<file path="config.mk">
export PLATFORM = sky130hd
export DESIGN_NAME = pslk_keeper
export DESIGN_NICKNAME = d
export VERILOG_FILES = /design/src/inc/pslk_pkg.sv /design/src/core/pslk_keeper.sv
export SDC_FILE = /design/constraint.sdc
export NUM_CORES = 1
export LEC_CHECK = 0
export ABC_AREA = 1
export BUFFER_PORTS_ARGS = -buffer_cell sky130_fd_sc_hd__clkbuf_2
export CORE_UTILIZATION = 45
export DETAILED_ROUTE_END_ITERATION = 7
export MAX_ROUTING_LAYER = met4
export SLEW_MARGIN = 10
export SYNTH_ARGS = -nofsm -noshare
export SYNTH_HDL_FRONTEND = slang
export SYNTH_SLANG_ARGS = --single-unit
</file>
<file path="constraint.sdc">
create_clock -name clk -period 3 [get_ports clk]
set_input_delay 0.45 -clock clk [delete_from_list [all_inputs] [get_ports clk]]
set_output_delay 0.45 -clock clk [all_outputs]
set_load 0.01 [all_outputs]
</file>
<file path="src/inc/pslk_pkg.sv">
// Shared constants and types for the power state link keeper.
// Assumes a single 100 MHz clock and an active-low asynchronous reset.
package pslk_pkg;

  // Device power states, fully powered first.
  typedef enum logic [1:0] {
    PSLK_D0 = 2'h0,
    PSLK_D1 = 2'h1,
    PSLK_D2 = 2'h2,
    PSLK_D3 = 2'h3
  } pslk_pstate_type;

  // Transmit behaviour codes driven toward the line driver.
  localparam logic [1:0] TX_OFF   = 2'h0;  // Nothing driven on the transmit pair.
  localparam logic [1:0] TX_IDLE  = 2'h1;  // Continuous idle stream only.
  localparam logic [1:0] TX_FRAME = 2'h2;  // Normal frame traffic.

  // Value of the generation strap after reset: zero means the earlier generation.
  localparam logic       GEN_LATE_RESET = 1'b0;

  // Length of the auto-negotiation restart pulse, in ns and in cycles.
  localparam int         CLK_PERIOD_NS  = 10;
  localparam int         AN_PULSE_NS    = 20;
  localparam logic [3:0] AN_PULSE_CYC   = 4'((AN_PULSE_NS + CLK_PERIOD_NS - 1) / CLK_PERIOD_NS);

endpackage

</file>
<file path="src/core/pslk_keeper.sv">
// Link keeper: decides per power state whether the link stays up and how it behaves.
// Assumes power state, event enable and power flags arrive asynchronously from pins.
`timescale 1ns/1ps

// Notes on behaviour
// - Four power states, D0 through D3.
// - D0 always keeps the link active.
// - D3 keeps link only with events and power.
// - D3 drops link without events or power.
// - Low power 10BASE-T: receive only, transmit nothing.
// - Low power 100BASE-TX: idle stream, no frames.
// - Link loss in D1 restarts auto-negotiation.
// - D3 link loss: later generation deep power down.
module pslk_keeper (
  // Clock and reset.
  input  wire logic       clk,
  input  wire logic       rst_b,
  // Power management inputs from outside the clock domain.
  input  wire logic [1:0] pwr_state,
  input  wire logic       pme_en,
  input  wire logic       pwr_good,
  input  wire logic       gen_late,
  // Link status from the physical layer, also asynchronous.
  input  wire logic       link_up,
  input  wire logic       speed_100,
  // Link control outputs.
  output logic            link_keep,
  output logic [1:0]      tx_diff_pair_mode,
  output logic            rx_diff_pair_en,
  output logic            an_restart,
  output logic            deep_pd
);

  // Three-stage synchronisers; the change counts when stages two and three agree.
  logic [1:0] st_s1_r, st_s2_r, st_s3_r, st_r;
  logic [4:0] f_s1_r, f_s2_r, f_s3_r, f_r;   // pme, power, link, speed, generation.
  logic       gen_late_r;                      // Generation strap caught after release.
  logic       link_up_d_r;                     // Previous filtered link state.
  logic [3:0] an_cnt_r;                        // Restart pulse counter.
  logic       keep_nxt;                        // Combinational keep decision.
  logic       low_pwr;                         // Any power state outside D0.
  logic       link_fall;                       // Filtered link loss event.

  // Synchronises every asynchronous input through three flops.
  // Stage one is read by stage two alone, so a metastable value goes no further.
  always_ff @(posedge clk or negedge rst_b) begin
    if (!rst_b) begin
      st_s1_r <= 2'h0;
      st_s2_r <= 2'h0;
      st_s3_r <= 2'h0;
      f_s1_r  <= 5'h00;
      f_s2_r  <= 5'h00;
      f_s3_r  <= 5'h00;
    end else begin
      st_s1_r <= pwr_state;
      st_s2_r <= st_s1_r;
      st_s3_r <= st_s2_r;
      f_s1_r  <= {gen_late, speed_100, link_up, pwr_good, pme_en};
      f_s2_r  <= f_s1_r;
      f_s3_r  <= f_s2_r;
    end
  end

  // Accepts a new value only once the second and third stages agree.
  // A level that flickers between stages two and three leaves the held value alone.
  always_ff @(posedge clk or negedge rst_b) begin
    if (!rst_b) begin
      st_r <= 2'h0;
      f_r  <= 5'h00;
    end else begin
      if (st_s2_r == st_s3_r) begin
        st_r <= st_s3_r;
      end
      for (int i = 0; i < 5; i++) begin
        if (f_s2_r[i] == f_s3_r[i]) begin
          f_r[i] <= f_s3_r[i];
        end
      end
    end
  end

  // Generation strap registered from the filtered level every cycle after reset release.
  // A strap that changes in mid-run takes effect at the next link loss.
  always_ff @(posedge clk or negedge rst_b) begin
    if (!rst_b) begin
      gen_late_r <= pslk_pkg::GEN_LATE_RESET;
    end else begin
      gen_late_r <= f_r[4];
    end
  end

  // Decides whether the link is kept in the current power state.
  // D1 and D2 keep the link too, as low power states.
  always_comb begin
    case (pslk_pkg::pslk_pstate_type'(st_r))
      pslk_pkg::PSLK_D0: keep_nxt = 1'b1;
      pslk_pkg::PSLK_D1: keep_nxt = 1'b1;
      pslk_pkg::PSLK_D2: keep_nxt = 1'b1;
      default:           keep_nxt = f_r[0] & f_r[1] & ~deep_pd;
    endcase
  end

  // Low power: any state other than D0, whether the link is kept or not.
  // four state decode
  assign low_pwr   = (st_r != 2'(pslk_pkg::PSLK_D0));
  // A falling edge of the filtered link level marks a loss.
  assign link_fall = link_up_d_r & ~f_r[2];

  // Registers the keep decision and the wire behaviour.
  // Receive stays on whenever the link is kept, at either rate.
  always_ff @(posedge clk or negedge rst_b) begin
    if (!rst_b) begin
      link_keep         <= 1'b0;
      tx_diff_pair_mode <= pslk_pkg::TX_OFF;
      rx_diff_pair_en   <= 1'b0;
    end else begin
      link_keep       <= keep_nxt;
      rx_diff_pair_en <= keep_nxt;
      if (!keep_nxt) begin
        tx_diff_pair_mode <= pslk_pkg::TX_OFF;
      end else if (!low_pwr) begin
        tx_diff_pair_mode <= pslk_pkg::TX_FRAME;
      end else if (f_r[3]) begin
        tx_diff_pair_mode <= pslk_pkg::TX_IDLE;
      end else begin
        tx_diff_pair_mode <= pslk_pkg::TX_OFF;
      end
    end
  end

  // Tracks the link for loss detection.
  always_ff @(posedge clk or negedge rst_b) begin
    if (!rst_b) begin
      link_up_d_r <= 1'b0;
    end else begin
      link_up_d_r <= f_r[2];
    end
  end

  // Handles link loss: renegotiate, or deep power down in D3 on the later generation.
  // The deep power down flag is sticky until the state leaves D3; a set wins.
  always_ff @(posedge clk or negedge rst_b) begin
    if (!rst_b) begin
      an_cnt_r   <= 4'h0;
      an_restart <= 1'b0;
      deep_pd    <= 1'b0;
    end else begin
      if (link_fall && keep_nxt && st_r == 2'(pslk_pkg::PSLK_D3) && gen_late_r) begin
        deep_pd <= 1'b1;
      end else if (st_r != 2'(pslk_pkg::PSLK_D3)) begin
        deep_pd <= 1'b0;
      end
      if (link_fall && keep_nxt && !(st_r == 2'(pslk_pkg::PSLK_D3) && gen_late_r)) begin
        an_cnt_r <= pslk_pkg::AN_PULSE_CYC;
      end else if (an_cnt_r != 4'h0) begin
        an_cnt_r <= an_cnt_r - 4'h1;
      end
      an_restart <= (an_cnt_r != 4'h0);
    end
  end
endmodule

</file>
==> results of run 1 <==
[cell type report]
| type | instances | area share (%) |
|---|---|---|
| tap | 31 | 2.58 |
| clock inverter | 2 | 2.33 |
| timing repair buffer | 14 | 4.67 |
| inverter | 13 | 3.25 |
| sequential | 39 | 65.0 |
| multi-input combinational | 45 | 18.7 |
| clock buffer | 6 | 3.42 |
[routing by layer]
layer  part of all wire [%]  global-route usage, %
met3                    5.5                   6.51
met4                    3.7                   10.5
met5                      0                      -
met2                     44                   19.4
met1                     47                   13.4
[synthesized netlist by cell type, drive strengths merged]
| cell | number |
|---|---|
| maj3 | 5 |
| nand3 | 7 |
| o21ai | 2 |
| xnor2 | 3 |
| buf | 1 |
| inv | 13 |
| nand4 | 1 |
| nor2 | 7 |
| nand2 | 18 |
| ha | 2 |
| dfrtp | 39 |
[path summary, 6_finish.rpt]
kind | endpoint | cells after the start | from | slack [ns]
worst max register to register | an_cnt_r[1]$_DFFE_PN0P_ | 5 | an_cnt_r[0]$_DFFE_PN0P_ | 1.77
worst min-delay path | st_s1_r[1]$_DFF_PN0_ | 1 | pwr_state[1] | 0.21
worst max-delay path | deep_pd | 1 | deep_pd$_DFFE_PN0P_ | 1.70
max in group asynchronous | f_s2_r[2]$_DFF_PN0_ | 1 | rst_b | 2.21
worst min register to register | f_s2_r[2]$_DFF_PN0_ | 0 | f_s1_r[2]$_DFF_PN0_ | 0.36
min in group asynchronous | an_restart$_DFF_PN0_ | 1 | rst_b | 0.22
[through the flow]
step / power (W) / cell area (sq um)
floorplan: 0.000799 / 1310
global placement: 0.000849 / 1420
detailed placement: 0.000861 / 1420
CTS: 0.00122 / 1500
global route: 0.00129 / 1500
finish: 0.00120 / 1500
[registers in the layout, summed over array words and instances, names as in the netlist]
| signal | flops |
|---|---|
| f_r | 5 |
| f_s1_r | 5 |
| f_s2_r | 5 |
| f_s3_r | 5 |
| an_cnt_r | 4 |
| st_r | 2 |
| st_s1_r | 2 |
| st_s2_r | 2 |
| st_s3_r | 2 |
| tx_diff_pair_mode | 2 |
| an_restart | 1 |
| deep_pd | 1 |
| gen_late_r | 1 |
| link_up_d_r | 1 |
| rx_diff_pair_en | 1 |
[kinds of logic (layout without fill, tap and decap cells)]
| logic type | count (synthesis) | in the layout | synth area share [%] |
|---|---|---|---|
| simple gates | 33 | 33 | 13.0 |
| compound gates | 2 | 2 | 0.762 |
| xor+xnor | 3 | 3 | 2.00 |
| buf+inv | 14 | 35 | 4.29 |
| flops | 39 | 39 | 74.3 |
| fa+ha+maj | 7 | 7 | 5.71 |
[power by group through the flow]
stage                     Combinational [W]  Clock, W  Sequential, W
after detailed placement           0.000221         0       0.000640
after global routing               0.000258  0.000396       0.000636
after floorplan                    0.000158         0       0.000641
final                              0.000219  0.000357       0.000629
after global placement             0.000210         0       0.000638
after CTS                          0.000224  0.000370       0.000629
==> flow_metrics.env, run 1 <==
export IMPL_grt_pass1_vias=696
export IMPL_grt_first_pass_wirelength_mm=2.84
export IMPL_layout_drive_gt1_share_pct=26.1
export IMPL_whs_ns=0.212
export IMPL_p_per_area_mw_per_mm2=802
export IMPL_regArea_sq_um=976
export IMPL_grt_antenna_before_repair=0
export IMPL_clock_path_buffers=2
export IMPL_ys_types=17
export IMPL_worstPathRequired_ns=2.55
export IMPL_pwr_share_seq_pct=52.2
export IMPL_die_area_sq_mm=0.00314
export IMPL_cts_setup_buffers=0
export IMPL_finalCritPeriodShare_pct=43.5
export IMPL_die_w_um=56.0
export IMPL_vias=678
export IMPL_ant_nets=0
export IMPL_final_hold_viol_count=0
export IMPL_dr_pass1_iters=4
export IMPL_coreArea_sq_mm=0.00276
export IMPL_n_fill_cell=240
export IMPL_ys_ff_latch=39
export IMPL_power_frac_clock_pct=29.6
export IMPL_post_route_util_pct=54.4
export IMPL_pin_count=15
export IMPL_dp_hpwl_mm=1.04
export IMPL_ys_warn_count=0
export IMPL_cts_buffers=5
export IMPL_yosysTopAreaCellShare_pct=74.3
export IMPL_synth_top_area_cell="dfrtp_1"
export IMPL_clkTransAtPathRegs_ns=0.11
export IMPL_grt_usage_pct=13.2
export IMPL_fp_dieH_um=56.0
export IMPL_clock_root_buffer="clkbuf_4"
export IMPL_cpPeakStageDelay_ns=0.40
export IMPL_multi_input_area_sq_um=282
export IMPL_layout_commonest_cell="dfrtp_1"
export IMPL_power_internal_w=0.000878
export IMPL_syn_cell_area_sq_mm=0.00131
export IMPL_port_buffers=14
export IMPL_slew_headroom_pct=39.5
export IMPL_crit_family="flip-flops"
export IMPL_endpoint_kind="output port"
export IMPL_insertion_delay_ns=0.34
export IMPL_sw_frac_of_total_pct=27.1
export IMPL_status="completed"
export IMPL_finalClockSkew_ns=0.0126
export IMPL_cap_violations=0
export IMPL_critical_path_arrival_ns=0.85
export IMPL_grt_max_degree=40
export IMPL_start_util_pct=47.6
export IMPL_hold_path_class="input pin to flop"
export IMPL_cts_hold_fix_buffers=0
export IMPL_numPlacedInstances=142
export IMPL_rows=19
export IMPL_min_period_ns=1.30
export IMPL_drt_drc_violations_left=0
export IMPL_max_freq_mhz=767
export IMPL_synthTopCellsByArea="dfrtp_1 74%, nand2_1 4.6%, maj3_1 3.8%"
export IMPL_routed_wl_mm=1.58
export IMPL_clock_sinks=39
export IMPL_slowest_stage="dfrtp_1"
export IMPL_vdd_drop_max_v=0.000616
export IMPL_num_antenna_cells=0
export IMPL_rsz0062_at_grt="no"
export IMPL_critical_path_buf_inv_count=1
export IMPL_drv_slew=0
export IMPL_pre_cts_slack_ns=1.77
export IMPL_vias_per_cell=4.52
export IMPL_setup_violations=0
export IMPL_initialDrtViolationCount=7
export IMPL_area_growth_pct=14.3
export IMPL_critPathMaxFanout=2
export IMPL_final_instance_count_excl_fill=150
export IMPL_post_cts_resized=0
export IMPL_gp_congestion=0.737
export IMPL_htreeDepth=2
export IMPL_synth_area_per_cell_sq_um=13.4
export IMPL_ys_seq_area_share_pct=74.3
export IMPL_routedWlPerCell_um=10.5
export IMPL_critPathKind="flop to output port"
export IMPL_crit_path_start_kind="flop"
export IMPL_p_comb_share_pct=18.2
export IMPL_syn_inst=98
export IMPL_cts_tree="built"
export IMPL_p_sw_w=0.000326
export IMPL_layout_common_cells="39 x dfrtp_1, 16 x nand2_1, 14 x clkbuf_2"
export IMPL_globalRoute_totalOverflow=0
export IMPL_fin_setup_tns_ns=0
export IMPL_synth_fp_nets=109
export IMPL_path_cells="clkbuf_2"
export IMPL_leakagePower_nw=0.750
export IMPL_setup_slack_ns=1.70
export IMPL_nets=129
export IMPL_worstMarginPinSlew_ns=0.907
Note: power is estimated with default switching activity, not from simulation.
==> inputs of run 2 (changes only) <==
==> constraint.sdc (replaced) <==
create_clock -name clk -period 1.3 [get_ports clk]
set_input_delay 0.195 -clock clk [delete_from_list [all_inputs] [get_ports clk]]
set_output_delay 0.195 -clock clk [all_outputs]
set_load 0.01 [all_outputs]
==> run 2 against run 1 <==
Highest routed layer unchanged. Total power increased by 120%. Setup slack got worse by 1.6 ns. Count of clock-buffer cells in the layout unchanged. Cell count grew 6.0%. Critical path type is now flop to flop. Flip-flop and latch count unchanged. Register-to-register slack got worse by 1.6 ns. Design area increased by 4.8%. Non-clock buffer count rose by 9. Wire length increased by 2.9%.
==> flow_metrics.env, run 2 (synthesis results as in run 1) <==
export IMPL_clkTransAtPathRegs_ns=0.12
export IMPL_layout_common_cells="39 x dfrtp_1, 16 x nand2_1, 14 x clkbuf_2"
export IMPL_crit_path_start_kind="flop"
export IMPL_leakagePower_nw=0.772
export IMPL_ant_nets=0
export IMPL_cap_violations=0
export IMPL_port_buffers=14
export IMPL_slew_headroom_pct=69.4
export IMPL_rsz0062_at_grt="no"
export IMPL_initialDrtViolationCount=3
export IMPL_critPathKind="flop to flop"
export IMPL_layout_commonest_cell="dfrtp_1"
export IMPL_routedWlPerCell_um=10.2
export IMPL_clock_sinks=39
export IMPL_endpoint_kind="flop"
export IMPL_p_per_area_mw_per_mm2=1690
export IMPL_multi_input_area_sq_um=284
export IMPL_drv_slew=0
export IMPL_critical_path_arrival_ns=1.41
export IMPL_critPathMaxFanout=5
export IMPL_cts_tree="built"
export IMPL_finalClockSkew_ns=0.00570
export IMPL_n_fill_cell=241
export IMPL_drt_drc_violations_left=0
export IMPL_clock_root_buffer="clkbuf_4"
export IMPL_layout_drive_gt1_share_pct=26.6
export IMPL_hold_path_class="flop to flop"
export IMPL_insertion_delay_ns=0.34
export IMPL_status="completed"
export IMPL_min_period_ns=1.17
export IMPL_die_area_sq_mm=0.00314
export IMPL_place_area_sq_mm=0.00142
export IMPL_pre_cts_slack_ns=0.117
export IMPL_gp_congestion=0.800
export IMPL_grt_max_degree=40
export IMPL_worstPathRequired_ns=1.54
export IMPL_setup_violations=0
export IMPL_numPlacedInstances=143
export IMPL_routed_wl_mm=1.62
export IMPL_max_freq_mhz=851
export IMPL_coreArea_sq_mm=0.00276
export IMPL_nets=138
export IMPL_setup_slack_ns=0.126
export IMPL_pin_count=15
export IMPL_vias=746
export IMPL_final_cell_area_sq_mm=0.00157
export IMPL_num_antenna_cells=0
export IMPL_htreeDepth=2
export IMPL_start_util_pct=47.6
export IMPL_worstMarginPinSlew_ns=0.459
export IMPL_dr_pass1_iters=2
export IMPL_regArea_sq_um=976
export IMPL_finalCritPeriodShare_pct=90.3
export IMPL_rows=19
export IMPL_vdd_drop_max_v=0.00122
export IMPL_fin_setup_tns_ns=0
export IMPL_globalRoute_totalOverflow=0
export IMPL_power_w=0.00266
export IMPL_area_growth_pct=19.7
export IMPL_fp_dieH_um=56.0
export IMPL_dp_hpwl_mm=1.03
export IMPL_grt_first_pass_wirelength_mm=2.97
export IMPL_vias_per_cell=4.69
export IMPL_clock_path_buffers=2
export IMPL_grt_pass1_vias=777
export IMPL_grt_usage_pct=13.5
export IMPL_cts_buffers=5
export IMPL_final_hold_viol_count=0
export IMPL_final_instance_count_excl_fill=159
export IMPL_die_w_um=56.0
export IMPL_grt_antenna_before_repair=0
-- run 2: through the flow --
step           utilization [%]  hold WS (ns)
2_1_floorplan                -        -0.101
3_3_place_gp              51.6         0.262
3_5_place_dp              51.6         0.271
4_1_cts                   56.9         0.361
5_1_grt                   57.0         0.369
6_report                  57.0         0.360
-- run 2: repair_timing --
action	in CTS	in global routing
setup endpoints to repair	0	3
hold buffers	8	0
buffers inserted	0	0
resized for setup	0	2
hold endpoints to repair	46	0
-- run 2: area by class of cell --
| class | count | share of cell area (%) |
|---|---|---|
| clock buffers | 6 | 3.26 |
| clock inverters | 2 | 1.03 |
| inverters | 13 | 3.10 |
| multi-input cells | 45 | 18.1 |
| flip-flops and latches | 39 | 62.1 |
| well taps | 31 | 2.47 |
| repair buffers | 23 | 10.0 |
-- run 2: critical path: stages, from the launching register on --
cell and delay (ns):
dfrtp_1 0.42, inv_1 0.09, ha_2 0.21, nand3_2 0.12, o21ai_0 0.17, nand2_1 0.07
-- run 2: path summary, 6_finish.rpt --
kind / cells past startpoint / endpoint / slack [ns] / startpoint
hold reg to reg: 0 / f_s2_r[2]$_DFF_PN0_ / 0.36 / f_s1_r[2]$_DFF_PN0_
min in group asynchronous: 3 / tx_diff_pair_mode[1]$_DFF_PN0_ / 0.41 / rst_b
setup / recovery: 5 / an_cnt_r[1]$_DFFE_PN0P_ / 0.13 / an_cnt_r[1]$_DFFE_PN0P_
max in group asynchronous: 3 / st_s3_r[1]$_DFF_PN0_ / 0.56 / rst_b
hold / removal: 0 / f_s2_r[2]$_DFF_PN0_ / 0.36 / f_s1_r[2]$_DFF_PN0_
setup reg to reg: 5 / an_cnt_r[1]$_DFFE_PN0P_ / 0.13 / an_cnt_r[1]$_DFFE_PN0P_
-- run 2: power by group --
part           internal (W)  leakage (nW)  switching [W]
combinational      0.000228         0.279       0.000314
clock              0.000266        0.0345       0.000391
sequential          0.00137         0.458      0.0000901
-- run 2: metal layers --
layer | wire length, um | global-route usage [%] | vias to the layer above
met5 | 0 | - | -
met4 | 42 | 8.71 | 0
met3 | 113 | 8.14 | 5
met2 | 732 | 20.2 | 26
met1 | 735 | 13.1 | 353
li1 | - | - | 362
==> inputs of run 3 (changes only) <==
--- a/config.mk
+++ b/config.mk
@@ -7,9 +7,12 @@
 export LEC_CHECK = 0
 export ABC_AREA = 1
 export BUFFER_PORTS_ARGS = -buffer_cell sky130_fd_sc_hd__clkbuf_2
+export CELL_PAD_IN_SITES_DETAIL_PLACEMENT = 0
+export CELL_PAD_IN_SITES_GLOBAL_PLACEMENT = 1
 export CORE_UTILIZATION = 45
 export DETAILED_ROUTE_END_ITERATION = 7
 export MAX_ROUTING_LAYER = met4
+export PLACE_DENSITY_LB_ADDON = 0.1
 export SLEW_MARGIN = 10
 export SYNTH_ARGS = -nofsm -noshare
 export SYNTH_HDL_FRONTEND = slang
==> run 3 against run 2 <==
Combinational power fell by 2%. Register-to-register slack improved by 0.03 ns. Core utilization rose by 0.45 points. Critical endpoint unchanged.
==> flow_metrics.env, run 3 (synthesis results as in run 1) <==
export IMPL_status="completed"
export IMPL_drt_drc_violations_left=0
export IMPL_die_area_sq_mm=0.00314
export IMPL_post_route_util_pct=57.5
export IMPL_layout_common_cells="39 x dfrtp_1, 16 x nand2_1, 14 x clkbuf_2"
export IMPL_num_antenna_cells=0
export IMPL_routedWlPerCell_um=10.5
export IMPL_clock_sinks=39
export IMPL_path_cells="inv_2, ha_2, nand3_2, o21ai_0, nand2_1"
export IMPL_critical_path_arrival_ns=1.38
export IMPL_min_period_ns=1.15
export IMPL_layout_commonest_cell="dfrtp_1"
export IMPL_insertion_delay_ns=0.33
export IMPL_rows=19
export IMPL_grt_antenna_before_repair=0
export IMPL_endpoint_kind="flop"
export IMPL_port_buffers=14
export IMPL_die_w_um=56.0
export IMPL_dp_hpwl_mm=1.16
export IMPL_clock_path_buffers=2
export IMPL_r2r_start="an_cnt_r[0]$_DFFE_PN0P_"
export IMPL_cap_violations=0
export IMPL_slowest_stage="dfrtp_1"
export IMPL_fin_setup_tns_ns=0
export IMPL_vias=721
export IMPL_vias_per_cell=4.53
export IMPL_critPathKind="flop to flop"
export IMPL_cpPeakStageDelay_ns=0.41
export IMPL_coreArea_sq_mm=0.00276
export IMPL_grt_max_degree=26
export IMPL_final_hold_viol_count=0
export IMPL_leakagePower_nw=0.776
export IMPL_htreeDepth=2
export IMPL_globalRoute_totalOverflow=0
export IMPL_grt_first_pass_wirelength_mm=3.07
export IMPL_rsz0062_at_grt="no"
export IMPL_worstReg2RegEnd="an_cnt_r[1]$_DFFE_PN0P_"
export IMPL_drv_slew=0
export IMPL_initialDrtViolationCount=14
export IMPL_clock_root_buffer="clkbuf_4"
export IMPL_pin_count=15
export IMPL_critPathMaxFanout=5
export IMPL_max_freq_mhz=873
export IMPL_grt_pass1_vias=742
export IMPL_dr_pass1_iters=4
export IMPL_finalClockSkew_ns=0.00330
export IMPL_setup_violations=0
export IMPL_ant_nets=0
export IMPL_r2r_slack_ns=0.15
export IMPL_whs_ns=0.307
export IMPL_routed_wl_mm=1.66
export IMPL_reg2reg_depth=5
export IMPL_cts_setup_buffers=0
export IMPL_layout_drive_gt1_share_pct=26.6
export IMPL_vdd_drop_max_v=0.00130
export IMPL_fp_dieH_um=56.0
export IMPL_gp_congestion=0.665
export IMPL_clkTransAtPathRegs_ns=0.11
export IMPL_place_area_sq_mm=0.00144
export IMPL_cts_buffers=5
export IMPL_start_util_pct=47.6
export IMPL_p_per_area_mw_per_mm2=1670
export IMPL_area_growth_pct=20.7
export IMPL_hold_path_class="input pin to async pin"
export IMPL_slew_headroom_pct=72.8
export IMPL_grt_usage_pct=13.6
export IMPL_power_w=0.00264
export IMPL_worstMarginPinSlew_ns=0.408
export IMPL_crit_path_start_kind="flop"
export IMPL_final_cell_area_sq_mm=0.00159
export IMPL_nets=138
export IMPL_finalCritPeriodShare_pct=88.2
export IMPL_worstPathRequired_ns=1.53
export IMPL_cts_tree="built"
## run 3: cell counts in the layout (fill, tap and decap cells not counted)
No cell type changed its count.
## run 3: how the worst max path moves through the flow
| stage | startpoint | endpoint |
|---|---|---|
| 2_1_floorplan | an_cnt_r[0]$_DFFE_PN0P_ | an_cnt_r[1]$_DFFE_PN0P_ |
| 3_3_place_gp | an_cnt_r[0]$_DFFE_PN0P_ | an_cnt_r[1]$_DFFE_PN0P_ |
| 3_5_place_dp | an_cnt_r[0]$_DFFE_PN0P_ | an_cnt_r[1]$_DFFE_PN0P_ |
| 4_1_cts | an_cnt_r[0]$_DFFE_PN0P_ | an_cnt_r[1]$_DFFE_PN0P_ |
| 5_1_grt | an_cnt_r[1]$_DFFE_PN0P_ | an_cnt_r[1]$_DFFE_PN0P_ |
| 6_report | an_cnt_r[0]$_DFFE_PN0P_ | an_cnt_r[1]$_DFFE_PN0P_ |
## run 3: area by class of cell
| class | instances | area [sq um] |
|---|---|---|
| clock buffer | 6 | 51.3 |
| fill | 240 | 1170 |
| tap | 31 | 38.8 |
| sequential | 39 | 976 |
| inverter | 13 | 48.8 |
| multi-input combinational | 45 | 284 |
| clock inverter | 2 | 16.3 |
| timing repair buffer | 23 | 170 |
## run 3: through the flow
stage / worst slack (ns) / std cells
2_1_floorplan: 0.205 / 98
3_3_place_gp: 0.160 / 143
3_5_place_dp: 0.0962 / 143
4_1_cts: 0.0797 / 159
5_1_grt: 0.0184 / 159
6_report: 0.154 / 159
## run 3: routing by layer
layer | track usage [%] | up-vias | part of all wire (%)
li1 | - | 360 | -
met1 | 15.5 | 340 | 47
met2 | 20.6 | 17 | 48
met3 | 6.98 | 4 | 3.4
met4 | 5.23 | 0 | 1.6
met5 | - | - | 0
## run 3: worst max-delay path, delay by kind of cell (launching register included)
family                     cells  cell delay [ns]
DFF                            1             0.41
AOI/OAI and AO/OA              1             0.16
buffers and inverters          1             0.09
adders and majority gates      1             0.20
and+or+nand+nor                2             0.18
## run 3: report_power, final
group | switching (W) | internal [W]
clock | 0.000387 | 0.000266
sequential | 0.0000887 | 0.00137
combinational | 0.000299 | 0.000233
## run 3: repair_timing
item	4_1_cts	5_1_grt
endpoints found under the setup margin	0	1
hold buffers	8	0
resized for setup	0	2
endpoints found under the hold margin	21	0
